## src/pkg/xsr_pkg.sv

```systemverilog
// Constants of the extended I/O signal router
package xsr_pkg;
    // Clock and time units
    localparam int CLK_PERIOD_PS = 5000;
    localparam int MS_PS = 1000000000;
    localparam int MS_CYC = MS_PS / CLK_PERIOD_PS;
    localparam int TENTH_S_MS = 100;
    // APB register byte offsets
    localparam logic [7:0] OFS_SW_CFG = 8'h00;
    localparam logic [7:0] OFS_SW_TIME = 8'h04;
    localparam logic [7:0] OFS_DIFF_MODE = 8'h08;
    localparam logic [7:0] OFS_DIFF_A = 8'h0c;
    localparam logic [7:0] OFS_DIFF_B = 8'h10;
    localparam logic [7:0] OFS_VIN_CFG = 8'h14;
    localparam logic [7:0] OFS_STATUS = 8'h18;
    // Field positions
    localparam int SW_INV_BIT = 8;
    localparam int SW_REL_LSB = 0;
    localparam int SW_DUR_LSB = 8;
    localparam int SW_LED_LSB = 16;
    localparam int DO_INV_BIT = 8;
    localparam int DO_DLY_LSB = 16;
    localparam int VIN_SRC_LSB = 8;
    localparam int VIN_INV_BIT = 16;
    localparam int VIN_ONE_BIT = 17;
    localparam int VIN_DEAD_LSB = 24;
    // Reset values
    localparam logic [7:0] RST_SW_FUNC = 8'h09;
    localparam logic [7:0] RST_SW_REL = 8'h0a;
    localparam logic [7:0] RST_SW_DUR = 8'h1e;
    localparam logic [7:0] RST_SW_LED = 8'h0a;
    localparam logic [7:0] RST_SIG_SEL = 8'h80;
    localparam logic [7:0] RST_VIN_FUNC = 8'h00;
    // Differential output modes
    localparam logic [7:0] MODE_NONE = 8'hff;
    localparam logic [7:0] MODE_AB = 8'h00;
    localparam logic [7:0] MODE_IO = 8'h08;
    // Special signal codes
    localparam logic [7:0] CODE_CONST_OFF = 8'h80;
    localparam logic [7:0] CODE_NO_FUNC = 8'h00;
endpackage

```

## src/verilog/xsr_router.sv

```systemverilog
// Extended I/O signal router: panel switch, differential outputs, virtual input
`timescale 1ns/1ps
`default_nettype none

// Notes on behaviour
// - Switch drives selectable function, default code 9
// - Switch inversion setting flips the routed level
// - Hold switch for release time; zero disables
// - Stay released for set duration, then relock
// - Indicator lights for set time on input
// - Mode -1 off, 0 quadrature, 8 I/O status
// - I/O mode routes selected signal, default off
// - Per-output inversion of routed signal
// - Per-output off-delay up to 250 ms
// - Virtual input drives selected function; 0 none
// - Virtual input source selectable, default off
// - Virtual input source inversion setting
// - Virtual input on dead time up to 250 ms
// - One-shot setting gives pulse instead of level
module xsr_router #(
    parameter int MS_CYCLES = xsr_pkg::MS_CYC
) (
    input wire logic MCLK,
    input wire logic SYS_RST,
    input wire logic PSEL,
    input wire logic PENABLE,
    input wire logic PWRITE,
    input wire logic [7:0] PADDR,
    input wire logic [31:0] PWDATA,
    output logic [31:0] PRDATA,
    output logic PREADY,
    output logic PSLVERR,
    input wire logic PANEL_SWITCH_INPUT,
    input wire logic [255:0] INT_OUT_SIGNALS,
    input wire logic PHASE_A,
    input wire logic PHASE_B,
    output logic PANEL_SWITCH_LED,
    output logic [7:0] SWITCH_FUNC_CODE,
    output logic SWITCH_FUNC_ACTIVE,
    output logic DIFF_OUTPUT_FIRST,
    output logic DIFF_OUTPUT_SECOND,
    output logic DIFF_OE_N,
    output logic [7:0] SYNTHETIC_INPUT_ZERO_CODE,
    output logic SYNTHETIC_INPUT_ZERO
);

    ////////////////////////////////////////////////////////////////////////
    // Helpers

    // Picks one signal; constant-off code always reads 0
    function automatic logic pick_sig(input logic [255:0] sigs,
                                      input logic [7:0] code);
        logic v;
        v = sigs[code];
        if (code == xsr_pkg::CODE_CONST_OFF) begin
            v = 1'b0;
        end
        return v;
    endfunction

    ////////////////////////////////////////////////////////////////////////
    // Configuration registers

    logic [7:0] sw_func_reg; // Function fed by the panel switch
    logic sw_inv_reg; // Switch inversion
    logic [7:0] sw_rel_reg; // Hold time to release, 0.1 s units
    logic [7:0] sw_dur_reg; // Time kept released, 0.1 s units
    logic [7:0] sw_led_reg; // Indicator on time, 0.1 s units
    logic [7:0] mode_reg; // Differential output mode
    logic [7:0] do_sel_reg [2]; // Routed signal per output
    logic do_inv_reg [2]; // Inversion per output
    logic [7:0] do_dly_reg [2]; // Off-delay per output, ms
    logic [7:0] vin_func_reg; // Function fed by the virtual input
    logic [7:0] vin_src_reg; // Trigger source of the virtual input
    logic vin_inv_reg; // Source inversion
    logic vin_one_reg; // One-shot enable
    logic [7:0] vin_dead_reg; // On dead time, ms

    logic wr_en; // Write taken this cycle
    logic rd_hit; // Address decodes to a register
    assign wr_en = PSEL && PENABLE && PWRITE && !PREADY;
    assign rd_hit = (PADDR == xsr_pkg::OFS_SW_CFG) ||
                    (PADDR == xsr_pkg::OFS_SW_TIME) ||
                    (PADDR == xsr_pkg::OFS_DIFF_MODE) ||
                    (PADDR == xsr_pkg::OFS_DIFF_A) ||
                    (PADDR == xsr_pkg::OFS_DIFF_B) ||
                    (PADDR == xsr_pkg::OFS_VIN_CFG) ||
                    (PADDR == xsr_pkg::OFS_STATUS);

    // Register writes; status is read only
    always_ff @(posedge MCLK or posedge SYS_RST) begin
        if (SYS_RST) begin
            sw_func_reg <= xsr_pkg::RST_SW_FUNC;
            sw_inv_reg <= 1'b0;
            sw_rel_reg <= xsr_pkg::RST_SW_REL;
            sw_dur_reg <= xsr_pkg::RST_SW_DUR;
            sw_led_reg <= xsr_pkg::RST_SW_LED;
            mode_reg <= xsr_pkg::MODE_AB;
            do_sel_reg[0] <= xsr_pkg::RST_SIG_SEL;
            do_sel_reg[1] <= xsr_pkg::RST_SIG_SEL;
            do_inv_reg[0] <= 1'b0;
            do_inv_reg[1] <= 1'b0;
            do_dly_reg[0] <= 8'h00;
            do_dly_reg[1] <= 8'h00;
            vin_func_reg <= xsr_pkg::RST_VIN_FUNC;
            vin_src_reg <= xsr_pkg::RST_SIG_SEL;
            vin_inv_reg <= 1'b0;
            vin_one_reg <= 1'b0;
            vin_dead_reg <= 8'h00;
        end else if (wr_en) begin
            case (PADDR)
                xsr_pkg::OFS_SW_CFG: begin
                    sw_func_reg <= PWDATA[7:0];
                    sw_inv_reg <= PWDATA[xsr_pkg::SW_INV_BIT];
                end
                xsr_pkg::OFS_SW_TIME: begin
                    sw_rel_reg <= PWDATA[xsr_pkg::SW_REL_LSB +: 8];
                    sw_dur_reg <= PWDATA[xsr_pkg::SW_DUR_LSB +: 8];
                    sw_led_reg <= PWDATA[xsr_pkg::SW_LED_LSB +: 8];
                end
                xsr_pkg::OFS_DIFF_MODE: begin
                    mode_reg <= PWDATA[7:0];
                end
                xsr_pkg::OFS_DIFF_A: begin
                    do_sel_reg[0] <= PWDATA[7:0];
                    do_inv_reg[0] <= PWDATA[xsr_pkg::DO_INV_BIT];
                    do_dly_reg[0] <= PWDATA[xsr_pkg::DO_DLY_LSB +: 8];
                end
                xsr_pkg::OFS_DIFF_B: begin
                    do_sel_reg[1] <= PWDATA[7:0];
                    do_inv_reg[1] <= PWDATA[xsr_pkg::DO_INV_BIT];
                    do_dly_reg[1] <= PWDATA[xsr_pkg::DO_DLY_LSB +: 8];
                end
                xsr_pkg::OFS_VIN_CFG: begin
                    vin_func_reg <= PWDATA[7:0];
                    vin_src_reg <= PWDATA[xsr_pkg::VIN_SRC_LSB +: 8];
                    vin_inv_reg <= PWDATA[xsr_pkg::VIN_INV_BIT];
                    vin_one_reg <= PWDATA[xsr_pkg::VIN_ONE_BIT];
                    vin_dead_reg <= PWDATA[xsr_pkg::VIN_DEAD_LSB +: 8];
                end
                default: begin
                    // Unmapped or read-only: nothing stored
                end
            endcase
        end
    end

    ////////////////////////////////////////////////////////////////////////
    // APB answer: one wait state so that data and ready come from flops

    logic [31:0] rdata_next; // Read mux
    logic unlocked; // Interlock open, for status
    logic sw_sync2_reg; // Synchronised switch level

    // Read data mux
    always_comb begin
        rdata_next = 32'h0000_0000;
        case (PADDR)
            xsr_pkg::OFS_SW_CFG:
                rdata_next = {23'h0, sw_inv_reg, sw_func_reg};
            xsr_pkg::OFS_SW_TIME:
                rdata_next = {8'h00, sw_led_reg, sw_dur_reg, sw_rel_reg};
            xsr_pkg::OFS_DIFF_MODE:
                rdata_next = {24'h0, mode_reg};
            xsr_pkg::OFS_DIFF_A:
                rdata_next = {8'h00, do_dly_reg[0], 7'h0, do_inv_reg[0],
                              do_sel_reg[0]};
            xsr_pkg::OFS_DIFF_B:
                rdata_next = {8'h00, do_dly_reg[1], 7'h0, do_inv_reg[1],
                              do_sel_reg[1]};
            xsr_pkg::OFS_VIN_CFG:
                rdata_next = {vin_dead_reg, 6'h0, vin_one_reg, vin_inv_reg,
                              vin_src_reg, vin_func_reg};
            xsr_pkg::OFS_STATUS:
                rdata_next = {26'h0, DIFF_OUTPUT_SECOND, DIFF_OUTPUT_FIRST,
                              SYNTHETIC_INPUT_ZERO, PANEL_SWITCH_LED,
                              unlocked, sw_sync2_reg};
            default:
                rdata_next = 32'h0000_0000;
        endcase
    end

    // Ready, read data and error, all registered
    always_ff @(posedge MCLK or posedge SYS_RST) begin
        if (SYS_RST) begin
            PREADY <= 1'b0;
            PRDATA <= 32'h0000_0000;
            PSLVERR <= 1'b0;
        end else if (PSEL && PENABLE && !PREADY) begin
            PREADY <= 1'b1;
            PRDATA <= PWRITE ? 32'h0000_0000 : rdata_next;
            PSLVERR <= !rd_hit;
        end else begin
            PREADY <= 1'b0;
            PRDATA <= 32'h0000_0000;
            PSLVERR <= 1'b0;
        end
    end

    ////////////////////////////////////////////////////////////////////////
    // Time base: millisecond and tenth-second ticks

    logic [31:0] ms_cnt_reg; // Cycles within a millisecond
    logic [7:0] tenth_cnt_reg; // Milliseconds within 0.1 s
    logic ms_tick; // One cycle per millisecond
    logic tenth_tick; // One cycle per 0.1 s
    assign ms_tick = (ms_cnt_reg == 32'(MS_CYCLES - 1));
    assign tenth_tick = ms_tick &&
                        (tenth_cnt_reg == 8'(xsr_pkg::TENTH_S_MS - 1));

    // Free-running prescalers
    always_ff @(posedge MCLK or posedge SYS_RST) begin
        if (SYS_RST) begin
            ms_cnt_reg <= 32'h0;
            tenth_cnt_reg <= 8'h00;
        end else begin
            ms_cnt_reg <= ms_tick ? 32'h0 : ms_cnt_reg + 32'h1;
            if (tenth_tick) begin
                tenth_cnt_reg <= 8'h00;
            end else if (ms_tick) begin
                tenth_cnt_reg <= tenth_cnt_reg + 8'h01;
            end
        end
    end

    ////////////////////////////////////////////////////////////////////////
    // Panel switch: synchroniser, interlock, routing and indicator

    logic sw_sync1_reg; // First stage, read only by the second

    // Two-flop synchroniser for the asynchronous pin
    always_ff @(posedge MCLK or posedge SYS_RST) begin
        if (SYS_RST) begin
            sw_sync1_reg <= 1'b0;
            sw_sync2_reg <= 1'b0;
        end else begin
            sw_sync1_reg <= PANEL_SWITCH_INPUT;
            sw_sync2_reg <= sw_sync1_reg;
        end
    end

    typedef enum logic [2:0] {
        ILK_LOCKED = 3'b001, // Counting hold time
        ILK_OPEN = 3'b010, // Released, counting duration
        ILK_WAIT = 3'b100 // Relocked, waiting for switch release
    } xsr_ilk_e;

    xsr_ilk_e ilk_reg; // Interlock state
    logic [7:0] hold_cnt_reg; // Held time, 0.1 s units
    logic [7:0] open_cnt_reg; // Open time left, 0.1 s

    // Interlock; a switch still held at relock must be let go first,
    // so a long press cannot chain open windows
    always_ff @(posedge MCLK or posedge SYS_RST) begin
        if (SYS_RST) begin
            ilk_reg <= ILK_LOCKED;
            hold_cnt_reg <= 8'h00;
            open_cnt_reg <= 8'h00;
        end else begin
            case (ilk_reg)
                ILK_LOCKED: begin
                    if (!sw_sync2_reg) begin
                        hold_cnt_reg <= 8'h00;
                    end else if (hold_cnt_reg >= sw_rel_reg) begin
                        ilk_reg <= ILK_OPEN;
                        open_cnt_reg <= sw_dur_reg;
                    end else if (tenth_tick) begin
                        hold_cnt_reg <= hold_cnt_reg + 8'h01;
                    end
                end
                ILK_OPEN: begin
                    if (open_cnt_reg == 8'h00) begin
                        ilk_reg <= ILK_WAIT;
                        hold_cnt_reg <= 8'h00;
                    end else if (tenth_tick) begin
                        open_cnt_reg <= open_cnt_reg - 8'h01;
                    end
                end
                ILK_WAIT: begin
                    if (!sw_sync2_reg) begin
                        ilk_reg <= ILK_LOCKED;
                    end
                end
                default: begin
                    ilk_reg <= ILK_LOCKED;
                end
            endcase
        end
    end

    // Zero release time disables the interlock
    assign unlocked = (sw_rel_reg == 8'h00) || (ilk_reg == ILK_OPEN);

    logic [7:0] led_cnt_reg; // Indicator time left, 0.1 s
    logic sw_act_next; // Routed switch level

    assign sw_act_next = unlocked && (sw_sync2_reg ^ sw_inv_reg);

    // Routed switch function and its code
    always_ff @(posedge MCLK or posedge SYS_RST) begin
        if (SYS_RST) begin
            SWITCH_FUNC_ACTIVE <= 1'b0;
            SWITCH_FUNC_CODE <= xsr_pkg::RST_SW_FUNC;
        end else begin
            SWITCH_FUNC_ACTIVE <= sw_act_next;
            SWITCH_FUNC_CODE <= sw_func_reg;
        end
    end

    // Indicator, restarted by each new routed assertion
    always_ff @(posedge MCLK or posedge SYS_RST) begin
        if (SYS_RST) begin
            led_cnt_reg <= 8'h00;
            PANEL_SWITCH_LED <= 1'b0;
        end else begin
            if (sw_act_next && !SWITCH_FUNC_ACTIVE) begin
                led_cnt_reg <= sw_led_reg;
            end else if (tenth_tick && led_cnt_reg != 8'h00) begin
                led_cnt_reg <= led_cnt_reg - 8'h01;
            end
            PANEL_SWITCH_LED <= (led_cnt_reg != 8'h00);
        end
    end

    ////////////////////////////////////////////////////////////////////////
    // Differential outputs

    logic [1:0] io_lvl; // Routed level with off-delay applied
    logic [7:0] off_cnt_reg [2]; // Off-delay left, ms

    // Routing, inversion and off-delay for each output
    for (genvar i = 0; i < 2; i++) begin : g_diff
        logic cond;
        assign cond = pick_sig(INT_OUT_SIGNALS, do_sel_reg[i])
                      ^ do_inv_reg[i];
        // Assertion passes at once; release waits out the delay
        always_ff @(posedge MCLK or posedge SYS_RST) begin
            if (SYS_RST) begin
                off_cnt_reg[i] <= 8'h00;
            end else if (cond) begin
                off_cnt_reg[i] <= do_dly_reg[i];
            end else if (ms_tick && off_cnt_reg[i] != 8'h00) begin
                off_cnt_reg[i] <= off_cnt_reg[i] - 8'h01;
            end
        end
        assign io_lvl[i] = cond || (off_cnt_reg[i] != 8'h00);
    end

    // Output mode select; unknown codes behave as no output
    always_ff @(posedge MCLK or posedge SYS_RST) begin
        if (SYS_RST) begin
            DIFF_OUTPUT_FIRST <= 1'b0;
            DIFF_OUTPUT_SECOND <= 1'b0;
            DIFF_OE_N <= 1'b1;
        end else begin
            case (mode_reg)
                xsr_pkg::MODE_AB: begin
                    DIFF_OUTPUT_FIRST <= PHASE_A;
                    DIFF_OUTPUT_SECOND <= PHASE_B;
                    DIFF_OE_N <= 1'b0;
                end
                xsr_pkg::MODE_IO: begin
                    DIFF_OUTPUT_FIRST <= io_lvl[0];
                    DIFF_OUTPUT_SECOND <= io_lvl[1];
                    DIFF_OE_N <= 1'b0;
                end
                default: begin
                    DIFF_OUTPUT_FIRST <= 1'b0;
                    DIFF_OUTPUT_SECOND <= 1'b0;
                    DIFF_OE_N <= 1'b1;
                end
            endcase
        end
    end

    ////////////////////////////////////////////////////////////////////////
    // Virtual input

    logic vin_cond; // Selected and conditioned source
    logic [7:0] dead_cnt_reg; // Elapsed asserted time, ms
    logic vin_qual_reg; // Source survived the dead time
    logic vin_qual_next; // Next qualified level

    assign vin_cond = pick_sig(INT_OUT_SIGNALS, vin_src_reg)
                      ^ vin_inv_reg;
    assign vin_qual_next = vin_cond && (dead_cnt_reg >= vin_dead_reg);

    // Dead time: an early drop restarts the count
    always_ff @(posedge MCLK or posedge SYS_RST) begin
        if (SYS_RST) begin
            dead_cnt_reg <= 8'h00;
            vin_qual_reg <= 1'b0;
        end else begin
            if (!vin_cond) begin
                dead_cnt_reg <= 8'h00;
            end else if (ms_tick && dead_cnt_reg < vin_dead_reg) begin
                dead_cnt_reg <= dead_cnt_reg + 8'h01;
            end
            vin_qual_reg <= vin_qual_next;
        end
    end

    // Level or single-cycle pulse; code 0 assigns no function
    always_ff @(posedge MCLK or posedge SYS_RST) begin
        if (SYS_RST) begin
            SYNTHETIC_INPUT_ZERO <= 1'b0;
            SYNTHETIC_INPUT_ZERO_CODE <= xsr_pkg::RST_VIN_FUNC;
        end else begin
            SYNTHETIC_INPUT_ZERO_CODE <= vin_func_reg;
            if (vin_func_reg == xsr_pkg::CODE_NO_FUNC) begin
                SYNTHETIC_INPUT_ZERO <= 1'b0;
            end else if (vin_one_reg) begin
                SYNTHETIC_INPUT_ZERO <= vin_qual_next && !vin_qual_reg;
            end else begin
                SYNTHETIC_INPUT_ZERO <= vin_qual_next;
            end
        end
    end

endmodule

`default_nettype wire

```

## config.mk

```make
export PLATFORM = sky130hd
export DESIGN_NAME = xsr_router
export DESIGN_NICKNAME = d
export VERILOG_FILES = /design/src/pkg/xsr_pkg.sv /design/src/verilog/xsr_router.sv
export SDC_FILE = /design/constraint.sdc
export NUM_CORES = 1
export LEC_CHECK = 0
export ABC_AREA = 1
export BUFFER_PORTS_ARGS = -buffer_cell sky130_fd_sc_hd__buf_2
export CAP_MARGIN = 20
export CORE_ASPECT_RATIO = 0.8
export CORE_UTILIZATION = 50
export DETAILED_ROUTE_END_ITERATION = 6
export HOLD_SLACK_MARGIN = 0.06
export PLACE_DENSITY_LB_ADDON = 0.15
export SLEW_MARGIN = 20
export SYNTH_ARGS = -nofsm -noshare
export SYNTH_HDL_FRONTEND = slang
export SYNTH_SLANG_ARGS = --single-unit
```

## constraint.sdc

```tcl
create_clock -name MCLK -period 10.55 [get_ports MCLK]
set_input_delay 1.055 -clock MCLK [delete_from_list [all_inputs] [get_ports MCLK]]
set_output_delay 1.055 -clock MCLK [all_outputs]
set_load 0.01 [all_outputs]
```

# After elaboration in Yosys (flattened, before gate mapping)
# Cells that the tools add are included.
# Widths: inputs -> output; s select.
# word_totals
in_bits	304
elab_cells	176
ff_bits	251
# op_classes
muxes	45
bitwise_logic	4
add_sub_neg	8
reduce_logical	49
order_cmp	6
eq_ne	24
# op_table
op	n
$pmux 32 s7	1
$mux 8	18
$mux 32	3
$logic_not 8->1	5
$add 32x1->32 const B	1
$eq 32x18->1 const B	1
$pmux 8 s2	2
$sub 8x1->8 const B	4
$lt 8x9->1 const B	3
$add 8x1->8 const B	3
$bmux 1 s8	3
$eq 8x4->1 const B	3
$eq 8x5->1 const B	3
$eq 8x8->1 const B	3
$reduce_bool 8->1	3
$ge 8x8->1	2
$logic_and 1x1->1	13
$mux 3	4
$ne 2x2->1 const B	6
$reduce_and 2->1	6
$mux 1	11
$reduce_bool 2->1	5
$logic_or 1x1->1	9
$pmux 3 s3	1
14 further kinds	23

# Longest topological paths before layout
# Gate-level depths: netlist of the first run.
# depth
depth_word	9
mapped_depth	22
mapped_depth_nobuf	20

# Least setup slack after synthesis of the first run
# OpenSTA, ideal clock, no wires.
# synth_timing
path_type	in2reg
startpoint	input port PADDR[5]
endpoint	register PRDATA[6]
path_stages	10
n_path_buf	1
setup_time_ns	0.080
slack_ns	7.974
t_arrival_ns	2.496
required_time_ns	10.470
path_cell_list	nor3_1 inv_1 nor2_1 inv_1 nor3_1 inv_1 clkbuf_1 o22ai_1 a21oi_1 a21oi_1
# synth_between
elab_chain_len	4
elab_cells_between_ends	10
cone_classes	eq/ne: 6; mux: 3; reduce/logical: 1
# synth_lines
element	line_no	text
start: declaration	xsr_router.sv:28	input wire logic [7:0] PADDR,
$eq 8x5->1 (tied with other cells)	xsr_router.sv:158	case (PADDR)
$pmux 32 s7 (*)	xsr_router.sv:158	
$mux 32 (*)	xsr_router.sv:191	PRDATA <= PWRITE ? 32'h0000_0000 : rdata_next;
$mux 32 (*)	xsr_router.sv:189	end else if (PSEL && PENABLE && !PREADY) begin
end signal: assignment	xsr_router.sv:191	
end: declaration	xsr_router.sv:30	output logic [31:0] PRDATA,
# Mark *: on every way between the ends. The rest lies on a longest branch, timed or not.
# A chain may end at the register's enable or synchronous reset.

# Worst setup path after layout of the first run
# layout_timing
startpoint	register do_sel_reg[0] (netlist name)
endpoint	register off_cnt_reg[0] (netlist name)
# layout_between
elab_chain_len	5
elab_cells_between_ends	7
cone_classes	eq/ne: 1; mux: 4; bitwise: 1; reduce/logical: 1
# layout_lines
element	line_no	text
start: declaration	xsr_router.sv:70	logic [7:0] do_sel_reg [2];
$bmux 1 s8	xsr_router.sv:54	v = sigs[code];
$mux 1 (implied by the code)	xsr_router.sv:54	
$mux 1 (*)	xsr_router.sv:55	if (code == xsr_pkg::CODE_CONST_OFF) begin
$xor 1x1->1 (*)	xsr_router.sv:335	^ do_inv_reg[i];
$mux 8 / $reduce_bool 2->1 (equally long branches)	-	
end signal: indexed assignment	xsr_router.sv:341	off_cnt_reg[i] <= do_dly_reg[i];
end signal: indexed assignment	xsr_router.sv:343	off_cnt_reg[i] <= off_cnt_reg[i] - 8'h01;
end: declaration	xsr_router.sv:329	logic [7:0] off_cnt_reg [2];
# Mark *: on every way between the ends. The rest lies on a longest branch, timed or not. The select of a mux whose other input is x is not followed.

==> reports/results.md, run 1 <==
Run status
- status: finished, final reports clean

Critical path
- slowest cell on the critical path: sky130_fd_sc_hd__buf_4
- beginning of the worst register-to-register path: do_sel_reg[0]$_DFFE_PP0P_
- buffers and inverters on the worst path: 2
- cell seen most often among critical-path stages: sky130_fd_sc_hd__nand2_1
- crit-path max cell delay: 0.84 ns
- Worst R2R End: off_cnt_reg[0]$_DFFE_PP0P_
- critical path cell sequence: buf_4, buf_4, nand2_1, o211ai_1, nand2_1, nand2_1, nand2_1, nor2_1, nand2_1, nand3_1, nand2_1, nand3_2, nand2_4, nand2_4, nand2_4, nand2_4, nand2_4, nand2_1, nand2_1
- R2R depth: 19
- worst-path maximum fanout: 106
- Worst Path Arrival: 4.62 ns
- critical path launch point type: flop
- CP Data Required Time: 10.97 ns
- category of the critical setup timing path: reg2reg
- worst-case register-to-register setup slack: 6.36 ns
- endpoint type of the worst setup path: flop
- cell class contributing the biggest share of worst-path delay: simple AND/OR/NAND/NOR gates

Synth
- Compound-Gate Fraction of Synth Area: 19.4%
- share of synthesized cell area in full adder, half adder and majority cells: 1.61%
- combined area of all synthesized cells: 20200 µm²
- Net Count, Synth: 3456
- dominant cells by area after synthesis: sky130_fd_sc_hd__dfrtp_1 (29%), sky130_fd_sc_hd__nand2_1 (16%), sky130_fd_sc_hd__nand3_1 (9.2%)
- combinational family with the most area after synthesis: simple AND/OR/NAND/NOR gates
- cell type contributing the most total cell area after synthesis: sky130_fd_sc_hd__dfrtp_1
- fraction of synthesized cell area in xor and xnor cells: 2.08%
- register area share after synthesis: 31.2%
- async set or reset register ratio after synthesis: 100%
- number of distinct library cells after synthesis: 61
- average instance area after synthesis: 6.45 µm²
- number of enable-type register cells in the synthesized netlist: 0
- share of synthesized area spent on multiplexers: 0.155%
- number of instances in the synthesized netlist: 3126
- post-synth top area share: 29.0%
- Primary FF master, synth: sky130_fd_sc_hd__dfrtp_1
- number of flip-flops and latches in the synthesized netlist: 251
- area share of and/or/nand/nor cells after synthesis: 33.2%
- yosys synthesis warning count: 0

GRT
- wire length of the first global-routing pass: 123000 µm
- vias in the first global route: 21600
- global route overflow: 0
- initial antenna violation count: 12
- overall global routing resource usage: 38.1%
- maximum number of pins on one net before global-route repair: 107

Floorplanning
- Die ar.: 41200 µm²
- area of the core: 39600 µm²
- Initial Utilization: 50.9%
- row cnt: 65
- io pins: 360
- die width: 227 µm
- Vert. Die Dim: 182 µm

STA
- setup skew after layout: 0.00824 ns
- RSZ-0062 raised after global routing: false
- period utilization: 39.7%
- transition time at the pin with the least slew margin: 1.16 ns
- highest achievable clock rate: 239 MHz
- final setup violating endpoints: 0
- Final Hold Violating Endpoints: 0
- final worst slack: 6.36 ns
- final critical path time including I/O delays and setup: 4.19 ns
- TNS Setup: 0 ns
- headroom to the max-slew limit: 22.5%
- Max Transition Viols Final: 0
- worst hold-check slack: 0.351 ns

Layout
- total area of multi-input combinational cells: 11400 µm²
- footprint of the flip-flops and latches: 6320 µm²
- layout overhead on the synthesized area: 12.6%
- final core area utilization: 57.3%
- number of nets in the final layout: 3690
- post-layout instance area: 22700 µm²
- Finished Layout Cells: 3924
- share of post-route cells with drive strength above 1: 15.6%
- most frequent standard cell in the layout excluding fill and tap cells: sky130_fd_sc_hd__nand2_1
- fillcell total: 3917
- commonest cells after routing, fill and taps aside: sky130_fd_sc_hd__nand2_1 (835), sky130_fd_sc_hd__inv_1 (373), sky130_fd_sc_hd__nand3_1 (371)

Hold path
- HP Start: sw_sync1_reg$_DFF_PP0_
- Hold Path Stages: 0
- worst hold endpoint: sw_sync2_reg$_DFF_PP0_
- Tightest Hold Check Type: reg2reg

Placed design
- number of placed instances, taps included: 3871
- HPWL reported at the end of detailed placement: 57400 µm
- quantity of I/O buffers inserted on ports: 359
- placed instance area: 21900 µm²
- Placer Congestion: 1.01
- Setup WS pre-CTS: 6.57 ns

Clock tree
- clock tree sinks: 251
- clock edge transition at the registers on the reported setup and hold paths: 0.07 ns
- post_cts resized: 0
- Num CTS Buffers: 23
- hold bufs inserted after CTS: 0
- number of buffers inserted to repair setup after CTS: 0
- CTS tree: built
- CTS Root Buffer Type: sky130_fd_sc_hd__clkbuf_16
- deepest level of the CTS H-tree: 1
- later-pin clock latency in the skew report: 0.53 ns
- number of buffers between clock root and the deepest sink: 3

Power and ir drop
- P_leak: 11.1 nW
- Power, Total: 2.57 mW
- Max IR drop VDD: 0.0965 mV
- ratio of total power to cell area: 113 nW/µm²

Drt
- DR pass1 iterations: 7
- via-per-instance ratio: 5.98
- wirelength, routed: 79700 µm
- count of nets left with antenna violations after detail routing: 0
- violation count after the first detailed-route iteration: 3161
- Avg WL per Cell: 20.3 µm
- number of design rule violations left after detail routing: 0
- via count of the routed design: 23500

Flow run
- number of maximum-capacitance violations: 0

## cell usage after synthesis, types with 3 or more instances
cell and number:
sky130_fd_sc_hd__a21oi_1 216, sky130_fd_sc_hd__a221oi_1 14, sky130_fd_sc_hd__a31oi_1 3, sky130_fd_sc_hd__buf_1 15, sky130_fd_sc_hd__buf_2 69, sky130_fd_sc_hd__buf_4 24
sky130_fd_sc_hd__buf_6 21, sky130_fd_sc_hd__clkbuf_1 51, sky130_fd_sc_hd__dfrtp_1 234, sky130_fd_sc_hd__dfstp_2 17, sky130_fd_sc_hd__ha_1 26, sky130_fd_sc_hd__inv_1 375
sky130_fd_sc_hd__inv_2 18, sky130_fd_sc_hd__nand2_1 835, sky130_fd_sc_hd__nand2_2 7, sky130_fd_sc_hd__nand2_4 9, sky130_fd_sc_hd__nand3_1 371, sky130_fd_sc_hd__nand3_2 16
sky130_fd_sc_hd__nand3b_1 6, sky130_fd_sc_hd__nand4_1 27, sky130_fd_sc_hd__nor2_1 181, sky130_fd_sc_hd__nor2_2 3, sky130_fd_sc_hd__nor3_1 34, sky130_fd_sc_hd__nor4_1 19
sky130_fd_sc_hd__o211ai_1 81, sky130_fd_sc_hd__o21a_1 4, sky130_fd_sc_hd__o21ai_0 308, sky130_fd_sc_hd__o21ai_1 22, sky130_fd_sc_hd__o21ai_2 7, sky130_fd_sc_hd__o221ai_1 6
sky130_fd_sc_hd__o22ai_1 21, sky130_fd_sc_hd__or3_1 3, sky130_fd_sc_hd__xnor2_1 11, sky130_fd_sc_hd__xor2_1 37
## final cells by class
type / count / share of cell area [%]
multi-input combinational: 2300 / 50.1
antenna: 11 / 0.121
clock buffer: 35 / 2.95
clock inverter: 7 / 0.513
timing repair buffer: 389 / 8.94
tap: 536 / 2.95
sequential: 251 / 27.8
inverter: 395 / 6.58
## routing by layer
layer  GRT usage, %  up-vias  share of wire, %
met5              0        -             0.016
met4           13.8        2               3.7
met2           56.1     1559                42
met1           54.9    10900                42
met3           7.77      232                12
li1               -    10800                 -
## power breakdown
group,internal (mW),switching [mW]
clock network,0.514,0.376
registers,1.02,0.0493
logic,0.220,0.396
## logic make-up (layout without fill, tap and decap cells)
kind of cell               after synthesis  count (layout)
DFF                                    251             251
AOI/OAI and AO/OA                      698             698
xor gates and xnor gates                48              48
and+or+nand+nor                       1525            1525
buffers and inverters                  575             826
adders and majority gates               26              26
muxes                                    3               3
other                                    0              11
## worst max-delay path by stage
stage | from | end | slack [ns] | cells after the start
CTS | do_sel_reg[0]$_DFFE_PP0P_ | off_cnt_reg[0]$_DFFE_PP0P_ | 6.57 | 19
finish | do_sel_reg[0]$_DFFE_PP0P_ | off_cnt_reg[0]$_DFFE_PP0P_ | 6.36 | 19
detailed placement | do_sel_reg[0]$_DFFE_PP0P_ | off_cnt_reg[0]$_DFFE_PP0P_ | 6.57 | 19
floorplan | SYS_RST | DIFF_OUTPUT_FIRST$_DFF_PP0_ | 2.62 | 1
global route | do_sel_reg[0]$_DFFE_PP0P_ | off_cnt_reg[0]$_DFFE_PP0P_ | 6.09 | 17
global placement | do_sel_reg[2]$_DFFE_PP0P_ | off_cnt_reg[7]$_DFFE_PP0P_ | 6.34 | 16
(Power assumes the default switching activity.)
==> inputs of run 2 (changes only) <==
Settings changed: ABC_AREA 1 to 0.
Clock period 10.55 ns to 3.9 ns, I/O delays scaled along.
==> run 2 against run 1 <==
Sequential power rose to 2.6 times the previous value; via count shrank 35%; combinational power rose by 87%; die area down 12%; area after synthesis decreased by 12%; final area is 7.6% lower; clock skew grew 0.0017 ns; clock power rose to 2.7 times the previous value; critical path depth shrank 11; count of clock-buffer cells in the layout up 2; critical path type unchanged; largest power group unchanged.
==> reports/results.md, run 2 <==
Run status
- status: finished, final reports clean, unchanged

Critical path
- Worst Path Arrival: 4.09 ns, was 4.62 ns
- CP Data Required Time: 4.31 ns, was 10.97 ns
- worst-path maximum fanout: 21, was 106
- endpoint type of the worst setup path: flop, unchanged
- critical path launch point type: flop, unchanged
- category of the critical setup timing path: reg2reg, unchanged

Drt
- via-per-instance ratio: 6.56, was 5.98
- Met2 Routed Length: 27300 µm, was 33800 µm
- number of design rule violations left after detail routing: 0, unchanged
- count of nets left with antenna violations after detail routing: 0, unchanged
- DR pass1 iterations: 6, was 7
- violation count after the first detailed-route iteration: 1466, was 3161
- WL met3: 5250 µm, was 9620 µm
- Met1 Routed Length: 24000 µm, was 33400 µm
- top layer reached by signal wires: met5, unchanged
- Avg WL per Cell: 25.4 µm, was 20.3 µm
- via count of the routed design: 15200, was 23500
- wirelength, routed: 58700 µm, was 79700 µm

GRT
- maximum number of pins on one net before global-route repair: 97, was 107
- vias in the first global route: 15200, was 21600
- wire length of the first global-routing pass: 90600 µm, was 123000 µm
- overall global routing resource usage: 33.0%, was 38.1%
- initial antenna violation count: 10, was 12
- global route overflow: 0, unchanged

Synth
- average instance area after synthesis: 12.1 µm², was 6.45 µm²
- dominant cells by area after synthesis: sky130_fd_sc_hd__dfrtp_1 (33%), sky130_fd_sc_hd__mux4_2 (22%), sky130_fd_sc_hd__mux2_2 (8.2%), was sky130_fd_sc_hd__dfrtp_1 (29%), sky130_fd_sc_hd__nand2_1 (16%), sky130_fd_sc_hd__nand3_1 (9.2%)
- yosys synthesis warning count: 0, unchanged
- cell with the most instances after synthesis: sky130_fd_sc_hd__dfrtp_1, was sky130_fd_sc_hd__nand2_1
- cell type contributing the most total cell area after synthesis: sky130_fd_sc_hd__dfrtp_1, unchanged
- number of enable-type register cells in the synthesized netlist: 0, unchanged
- post-synth top area share: 33.0%, was 29.0%
- async set or reset register ratio after synthesis: 100%, unchanged
- top post-synthesis cells by count: sky130_fd_sc_hd__dfrtp_1 (234), sky130_fd_sc_hd__mux4_2 (176), sky130_fd_sc_hd__mux2_2 (130), was sky130_fd_sc_hd__nand2_1 (835), sky130_fd_sc_hd__inv_1 (375), sky130_fd_sc_hd__nand3_1 (371)
- Net Count, Synth: 1803, was 3456
- number of distinct library cells after synthesis: 76, was 61
- register area share after synthesis: 35.5%, was 31.2%
- number of flip-flops and latches in the synthesized netlist: 251, unchanged
- combined area of all synthesized cells: 17800 µm², was 20200 µm²
- number of instances in the synthesized netlist: 1473, was 3126
- Primary FF master, synth: sky130_fd_sc_hd__dfrtp_1, unchanged

STA
- RSZ-0062 raised after global routing: false, unchanged
- transition time at the pin with the least slew margin: 0.950 ns, was 1.16 ns
- Final Hold Violating Endpoints: 0, unchanged
- setup skew after layout: 0.00989 ns, was 0.00824 ns
- final critical path time including I/O delays and setup: 3.68 ns, was 4.19 ns
- period utilization: 94.5%, was 39.7%
- Max Transition Viols Final: 0, unchanged
- TNS Setup: 0 ns, unchanged
- headroom to the max-slew limit: 36.7%, was 22.5%
- highest achievable clock rate: 271 MHz, was 239 MHz
- final setup violating endpoints: 0, unchanged

Power and ir drop
- P_leak: 8.92 nW, was 11.1 nW
- Power, Total: 6.33 mW, was 2.57 mW
- Max IR drop VDD: 0.267 mV, was 0.0965 mV
- ratio of total power to cell area: 302 nW/µm², was 113 nW/µm²

Clock tree
- number of buffers between clock root and the deepest sink: 3, unchanged
- clock edge transition at the registers on the reported setup and hold paths: 0.07 ns, about the same
- later-pin clock latency in the skew report: 0.53 ns, about the same
- clock tree sinks: 251, unchanged
- CTS Root Buffer Type: sky130_fd_sc_hd__clkbuf_16, unchanged
- Num CTS Buffers: 24, was 23
- deepest level of the CTS H-tree: 1, unchanged
- number of buffers inserted to repair setup after CTS: 0, unchanged
- post_cts resized: 0, unchanged
- CTS tree: built, unchanged

Placed design
- Placer Congestion: 0.975, was 1.01
- HPWL reported at the end of detailed placement: 45100 µm, was 57400 µm
- quantity of I/O buffers inserted on ports: 359, unchanged
- number of placed instances, taps included: 2259, was 3871

Floorplanning
- Vert. Die Dim: 171 µm, was 182 µm
- area of the core: 34900 µm², was 39600 µm²
- Die ar.: 36300 µm², was 41200 µm²
- row cnt: 61, was 65
- Initial Utilization: 50.9%, about the same
- io pins: 360, unchanged
- die width: 213 µm, was 227 µm

Layout
- number of nets in the final layout: 2145, was 3690
- most frequent standard cell in the layout excluding fill and tap cells: sky130_fd_sc_hd__buf_2, was sky130_fd_sc_hd__nand2_1
- layout overhead on the synthesized area: 18.1%, was 12.6%
- share of post-route cells with drive strength above 1: 43.8%, was 15.6%
- Finished Layout Cells: 2311, was 3924
- commonest cells after routing, fill and taps aside: sky130_fd_sc_hd__buf_2 (359), sky130_fd_sc_hd__dfrtp_1 (227), sky130_fd_sc_hd__mux4_2 (176), was sky130_fd_sc_hd__nand2_1 (835), sky130_fd_sc_hd__inv_1 (373), sky130_fd_sc_hd__nand3_1 (371)
- fillcell total: 2876, was 3917

Hold path
- Tightest Hold Check Type: in2reg, was reg2reg

Flow run
- number of maximum-capacitance violations: 0, unchanged

[run 2: changes by cell type after synthesis, moves of 129 or more]
cell / change
sky130_fd_sc_hd__mux4_2: +176
sky130_fd_sc_hd__a21oi_1: -180
sky130_fd_sc_hd__o21ai_0: -267
sky130_fd_sc_hd__inv_1: -336
sky130_fd_sc_hd__nand2_1: -762
sky130_fd_sc_hd__nand3_1: -339
sky130_fd_sc_hd__mux2_2: +129
[run 2: metrics by stage]
| step | util (%) | hold WS, ns | cell area (µm²) | setup slack (ns) |
|---|---|---|---|---|
| floorplan | - | 0.331 | 17800 | 0.222 |
| global placement | 57.8 | 0.333 | 20100 | 0.319 |
| detailed placement | 57.8 | 0.338 | 20100 | 0.210 |
| CTS | 60.1 | 0.0813 | 21000 | 0.202 |
| global route | 60.2 | 0.0912 | 21000 | 0.0654 |
| finish | 60.2 | 0.0966 | 21000 | 0.216 |
[run 2: cell families (layout without fill, tap and decap cells)]
group	Yosys count	after routing	synth area share [%]
AO/OA/AOI/OAI	248	248	9.93
multiplexers	386	386	35.4
flip-flops	251	251	35.5
other	0	6	0
AND/OR/NAND/NOR	364	364	10.4
adder cells (fa/ha/maj)	26	26	1.83
buffers and inverters	139	499	3.82
XOR/XNOR	59	59	3.12
[run 2: routing by layer]
| metal | track usage, % | up-vias |
|---|---|---|
| li1 | - | 6495 |
| met1 | 45.6 | 7663 |
| met2 | 52.2 | 823 |
| met3 | 6.42 | 168 |
| met4 | 11.1 | 6 |
| met5 | 0 | - |
[run 2: what timing repair did]
item,4_1_cts,5_1_grt
hold buffers,2,0
endpoints found under the setup margin,0,0
hold endpoints to repair,25,0
[run 2: area by class of cell]
| class | instances | area (µm²) | area share, % |
|---|---|---|---|
| timing repair buffer | 415 | 2320 | 11.1 |
| antenna | 6 | 15.0 | 0.0715 |
| clock buffer | 37 | 711 | 3.39 |
| clock inverter | 7 | 91.3 | 0.435 |
| inverter | 40 | 154 | 0.733 |
| sequential | 251 | 6320 | 30.1 |
| multi-input combinational | 1083 | 10800 | 51.4 |
| tap | 472 | 591 | 2.81 |
[run 2: power by group]
part | switching [mW] | total (mW) | internal, mW | leakage, nW
registers | 0.0863 | 2.76 | 2.67 | 3.39
clock network | 1.02 | 2.41 | 1.39 | 0.391
logic | 0.620 | 1.15 | 0.533 | 5.13
total | 1.73 | 6.33 | 4.60 | 8.92
[run 2: worst max-delay path: stages, from the launching register on]
cell and delay [ns]:
sky130_fd_sc_hd__dfrtp_4 0.71, sky130_fd_sc_hd__buf_4 0.26, sky130_fd_sc_hd__mux4_2 0.51, sky130_fd_sc_hd__mux4_2 0.54, sky130_fd_sc_hd__a221oi_1 0.28, sky130_fd_sc_hd__o21ai_1 0.12
sky130_fd_sc_hd__a21oi_2 0.36, sky130_fd_sc_hd__xor2_4 0.39, sky130_fd_sc_hd__mux2_2 0.39
[run 2: worst paths after layout]
check	startpoint	to	slack, ns	cells past startpoint
max	do_sel_reg[0]$_DFFE_PP0P_	off_cnt_reg[4]$_DFFE_PP0P_	0.22	8
min	PWDATA[29]	vin_dead_reg[5]$_DFFE_PP0P_	0.1	2
max reg2reg	do_sel_reg[0]$_DFFE_PP0P_	off_cnt_reg[4]$_DFFE_PP0P_	0.22	8
min reg2reg	sw_sync1_reg$_DFF_PP0_	sw_sync2_reg$_DFF_PP0_	0.35	0
max in group asynchronous	SYS_RST	vin_src_reg[0]$_DFFE_PP0P_	2.35	4
min in group asynchronous	SYS_RST	ms_cnt_reg[22]$_DFF_PP0_	0.52	3
==> inputs of run 3 (changes only) <==
Settings changed: CORE_ASPECT_RATIO 0.8 to default.
==> run 3 against run 2 <==
Wire length increased by 1.1%; final area about the same; die area about the same; total power increased by 0.12%; critical endpoint is now off_cnt_reg[2]$_DFFE_PP0P_; global-route usage increased by 0.17 points; sequential cell count unchanged; sequential share of layout area about the same; critical path depth increased by 1; via count decreased by 1.1%; combinational power about the same; hold slack improved by 0.0062 ns.
==> reports/results.md, run 3 (synthesized netlist as in run 2, its figures left out) <==
Run status
- status: finished, final reports clean, unchanged

Clock tree
- post_cts resized: 0, unchanged
- number of buffers inserted to repair setup after CTS: 0, unchanged
- clock tree sinks: 251, unchanged
- hold bufs inserted after CTS: 1, was 2
- CTS Root Buffer Type: sky130_fd_sc_hd__clkbuf_16, unchanged
- deepest level of the CTS H-tree: 1, unchanged
- number of buffers between clock root and the deepest sink: 3, unchanged
- clock edge transition at the registers on the reported setup and hold paths: 0.07 ns, about the same
- Num CTS Buffers: 25, was 24
- CTS tree: built, unchanged
- later-pin clock latency in the skew report: 0.52 ns, was 0.53 ns

Drt
- via count of the routed design: 15000, was 15200
- violation count after the first detailed-route iteration: 1232, was 1466
- via-per-instance ratio: 6.55, was 6.56
- number of design rule violations left after detail routing: 0, unchanged
- wirelength, routed: 59400 µm, was 58700 µm
- count of nets left with antenna violations after detail routing: 0, unchanged
- Avg WL per Cell: 25.9 µm, was 25.4 µm
- DR pass1 iterations: 5, was 6

Power and ir drop
- ratio of total power to cell area: 302 nW/µm², about the same
- internal portion of total power: 4.63 mW, was 4.60 mW
- Logic pwr share: 18.3%, was 18.2%
- relative contribution of the clock network to total power: 38.2%, about the same
- switching portion of total power: 26.9%, was 27.3%
- sw power: 1.71 mW, was 1.73 mW
- Flop pwr share: 43.6%, about the same
- P_leak: 8.93 nW, was 8.92 nW
- Max IR drop VDD: 0.293 mV, was 0.267 mV

Layout
- Finished Layout Cells: 2289, was 2311
- share of post-route cells with drive strength above 1: 43.9%, was 43.8%
- most frequent standard cell in the layout excluding fill and tap cells: sky130_fd_sc_hd__buf_2, unchanged
- commonest cells after routing, fill and taps aside: sky130_fd_sc_hd__buf_2 (359), sky130_fd_sc_hd__dfrtp_1 (227), sky130_fd_sc_hd__mux4_2 (176), unchanged
- number of nets in the final layout: 2144, was 2145
- fillcell total: 2930, was 2876
- layout overhead on the synthesized area: 18.1%, about the same

GRT
- wire length of the first global-routing pass: 90900 µm, was 90600 µm
- overall global routing resource usage: 33.1%, was 33.0%
- global route overflow: 0, unchanged
- vias in the first global route: 15200, about the same
- initial antenna violation count: 5, was 10
- maximum number of pins on one net before global-route repair: 181, was 97

STA
- headroom to the max-slew limit: 30.4%, was 36.7%
- period utilization: 95.3%, was 94.5%
- final setup violating endpoints: 0, unchanged
- highest achievable clock rate: 269 MHz, was 271 MHz
- transition time at the pin with the least slew margin: 1.04 ns, was 0.950 ns
- Final Hold Violating Endpoints: 0, unchanged
- final critical path time including I/O delays and setup: 3.72 ns, was 3.68 ns
- Max Transition Viols Final: 0, unchanged
- setup skew after layout: 0.0104 ns, was 0.00989 ns
- RSZ-0062 raised after global routing: false, unchanged
- TNS Setup: 0 ns, unchanged

Placed design
- quantity of I/O buffers inserted on ports: 359, unchanged
- number of placed instances, taps included: 2241, was 2259
- Placer Congestion: 0.954, was 0.975
- HPWL reported at the end of detailed placement: 46200 µm, was 45100 µm

Critical path
- category of the critical setup timing path: reg2reg, unchanged
- CP Data Required Time: 4.30 ns, was 4.31 ns
- worst-path maximum fanout: 23, was 21
- Worst Path Arrival: 4.12 ns, was 4.09 ns
- endpoint type of the worst setup path: flop, unchanged
- critical path launch point type: flop, unchanged

Floorplanning
- row cnt: 68, was 61
- io pins: 360, unchanged
- die width: 191 µm, was 213 µm
- area of the core: 34700 µm², was 34900 µm²
- Vert. Die Dim: 191 µm, was 171 µm
- Die ar.: 36300 µm², about the same
- Initial Utilization: 51.2%, was 50.9%

Hold path
- Tightest Hold Check Type: in2reg, unchanged

Flow run
- number of maximum-capacitance violations: 0, unchanged

-- run 3: cell count changes in the layout (fill, tap and decap cells not counted) --
cell and change:
sky130_fd_sc_hd__buf_4 -2, sky130_fd_sc_hd__clkbuf_8 +2, sky130_fd_sc_hd__inv_6 -1, sky130_fd_sc_hd__clkbuf_1 -3, sky130_fd_sc_hd__buf_12 +1, sky130_fd_sc_hd__dlygate4sd3_1 -1, sky130_fd_sc_hd__clkinv_2 +3, sky130_fd_sc_hd__diode_2 -4
-- run 3: final timing paths --
path / startpoint / end / slack [ns] / cells past startpoint
max in group asynchronous: SYS_RST / vin_src_reg[0]$_DFFE_PP0P_ / 2.94 / 3
worst max-delay path: do_sel_reg[0]$_DFFE_PP0P_ / off_cnt_reg[2]$_DFFE_PP0P_ / 0.18 / 9
worst max register to register: do_sel_reg[0]$_DFFE_PP0P_ / off_cnt_reg[2]$_DFFE_PP0P_ / 0.18 / 9
min in group asynchronous: SYS_RST / vin_dead_reg[4]$_DFFE_PP0P_ / 0.12 / 3
worst min register to register: sw_sync1_reg$_DFF_PP0_ / sw_sync2_reg$_DFF_PP0_ / 0.35 / 0
worst min-delay path: PWDATA[26] / vin_dead_reg[2]$_DFFE_PP0P_ / 0.10 / 2
-- run 3: power groups by stage --
stage	Clock, mW	Combinational (mW)	Sequential (mW)
2_1_floorplan	0	0.696	2.77
3_3_place_gp	0	1.13	2.80
3_5_place_dp	0	1.14	2.80
4_1_cts	2.46	1.15	2.76
5_1_grt	2.56	1.26	2.77
6_report	2.42	1.16	2.76
-- run 3: per-layer routing --
layer,global-route usage (%),up-vias,wire length (µm),share of wire [%]
li1,-,6473,-,-
met1,42.8,7551,22900,39
met5,0,-,13,0.022
met3,3.81,167,4140,7.0
met2,55.3,794,29100,49
met4,16.8,2,3280,5.5
-- run 3: worst max-delay path: stages (launching register included) --
cell and delay, ns:
sky130_fd_sc_hd__dfrtp_4 0.73, sky130_fd_sc_hd__mux4_2 0.56, sky130_fd_sc_hd__a22o_1 0.24, sky130_fd_sc_hd__a221oi_1 0.48, sky130_fd_sc_hd__o22ai_1 0.19, sky130_fd_sc_hd__a211oi_1 0.19
sky130_fd_sc_hd__a211oi_1 0.14, sky130_fd_sc_hd__a21oi_2 0.29, sky130_fd_sc_hd__xor2_4 0.36, sky130_fd_sc_hd__mux2_2 0.39
-- run 3: final cells by class --
class	count	area, µm²	area share, %
inverter	40	154	0.734
timing repair buffer	413	2320	11.0
clock buffer	36	727	3.47
tap	455	569	2.71
multi-input combinational	1083	10800	51.4
antenna	2	5.00	0.0239
clock inverter	9	97.6	0.465
sequential	251	6320	30.1
-- run 3: metrics by stage --
| stage | power [mW] | setup WS [ns] | hold WS, ns | area [µm²] | utilization [%] |
|---|---|---|---|---|---|
| 3_3_place_gp | 3.93 | 0.282 | 0.332 | 20100 | 58.0 |
| 4_1_cts | 6.36 | 0.244 | 0.0936 | 21000 | 60.4 |
| 2_1_floorplan | 3.47 | 0.222 | 0.331 | 17800 | - |
| 3_5_place_dp | 3.94 | 0.273 | 0.338 | 20100 | 58.0 |
| 5_1_grt | 6.59 | 0.0893 | 0.0942 | 21000 | 60.4 |
| 6_report | 6.34 | 0.181 | 0.103 | 21000 | 60.4 |
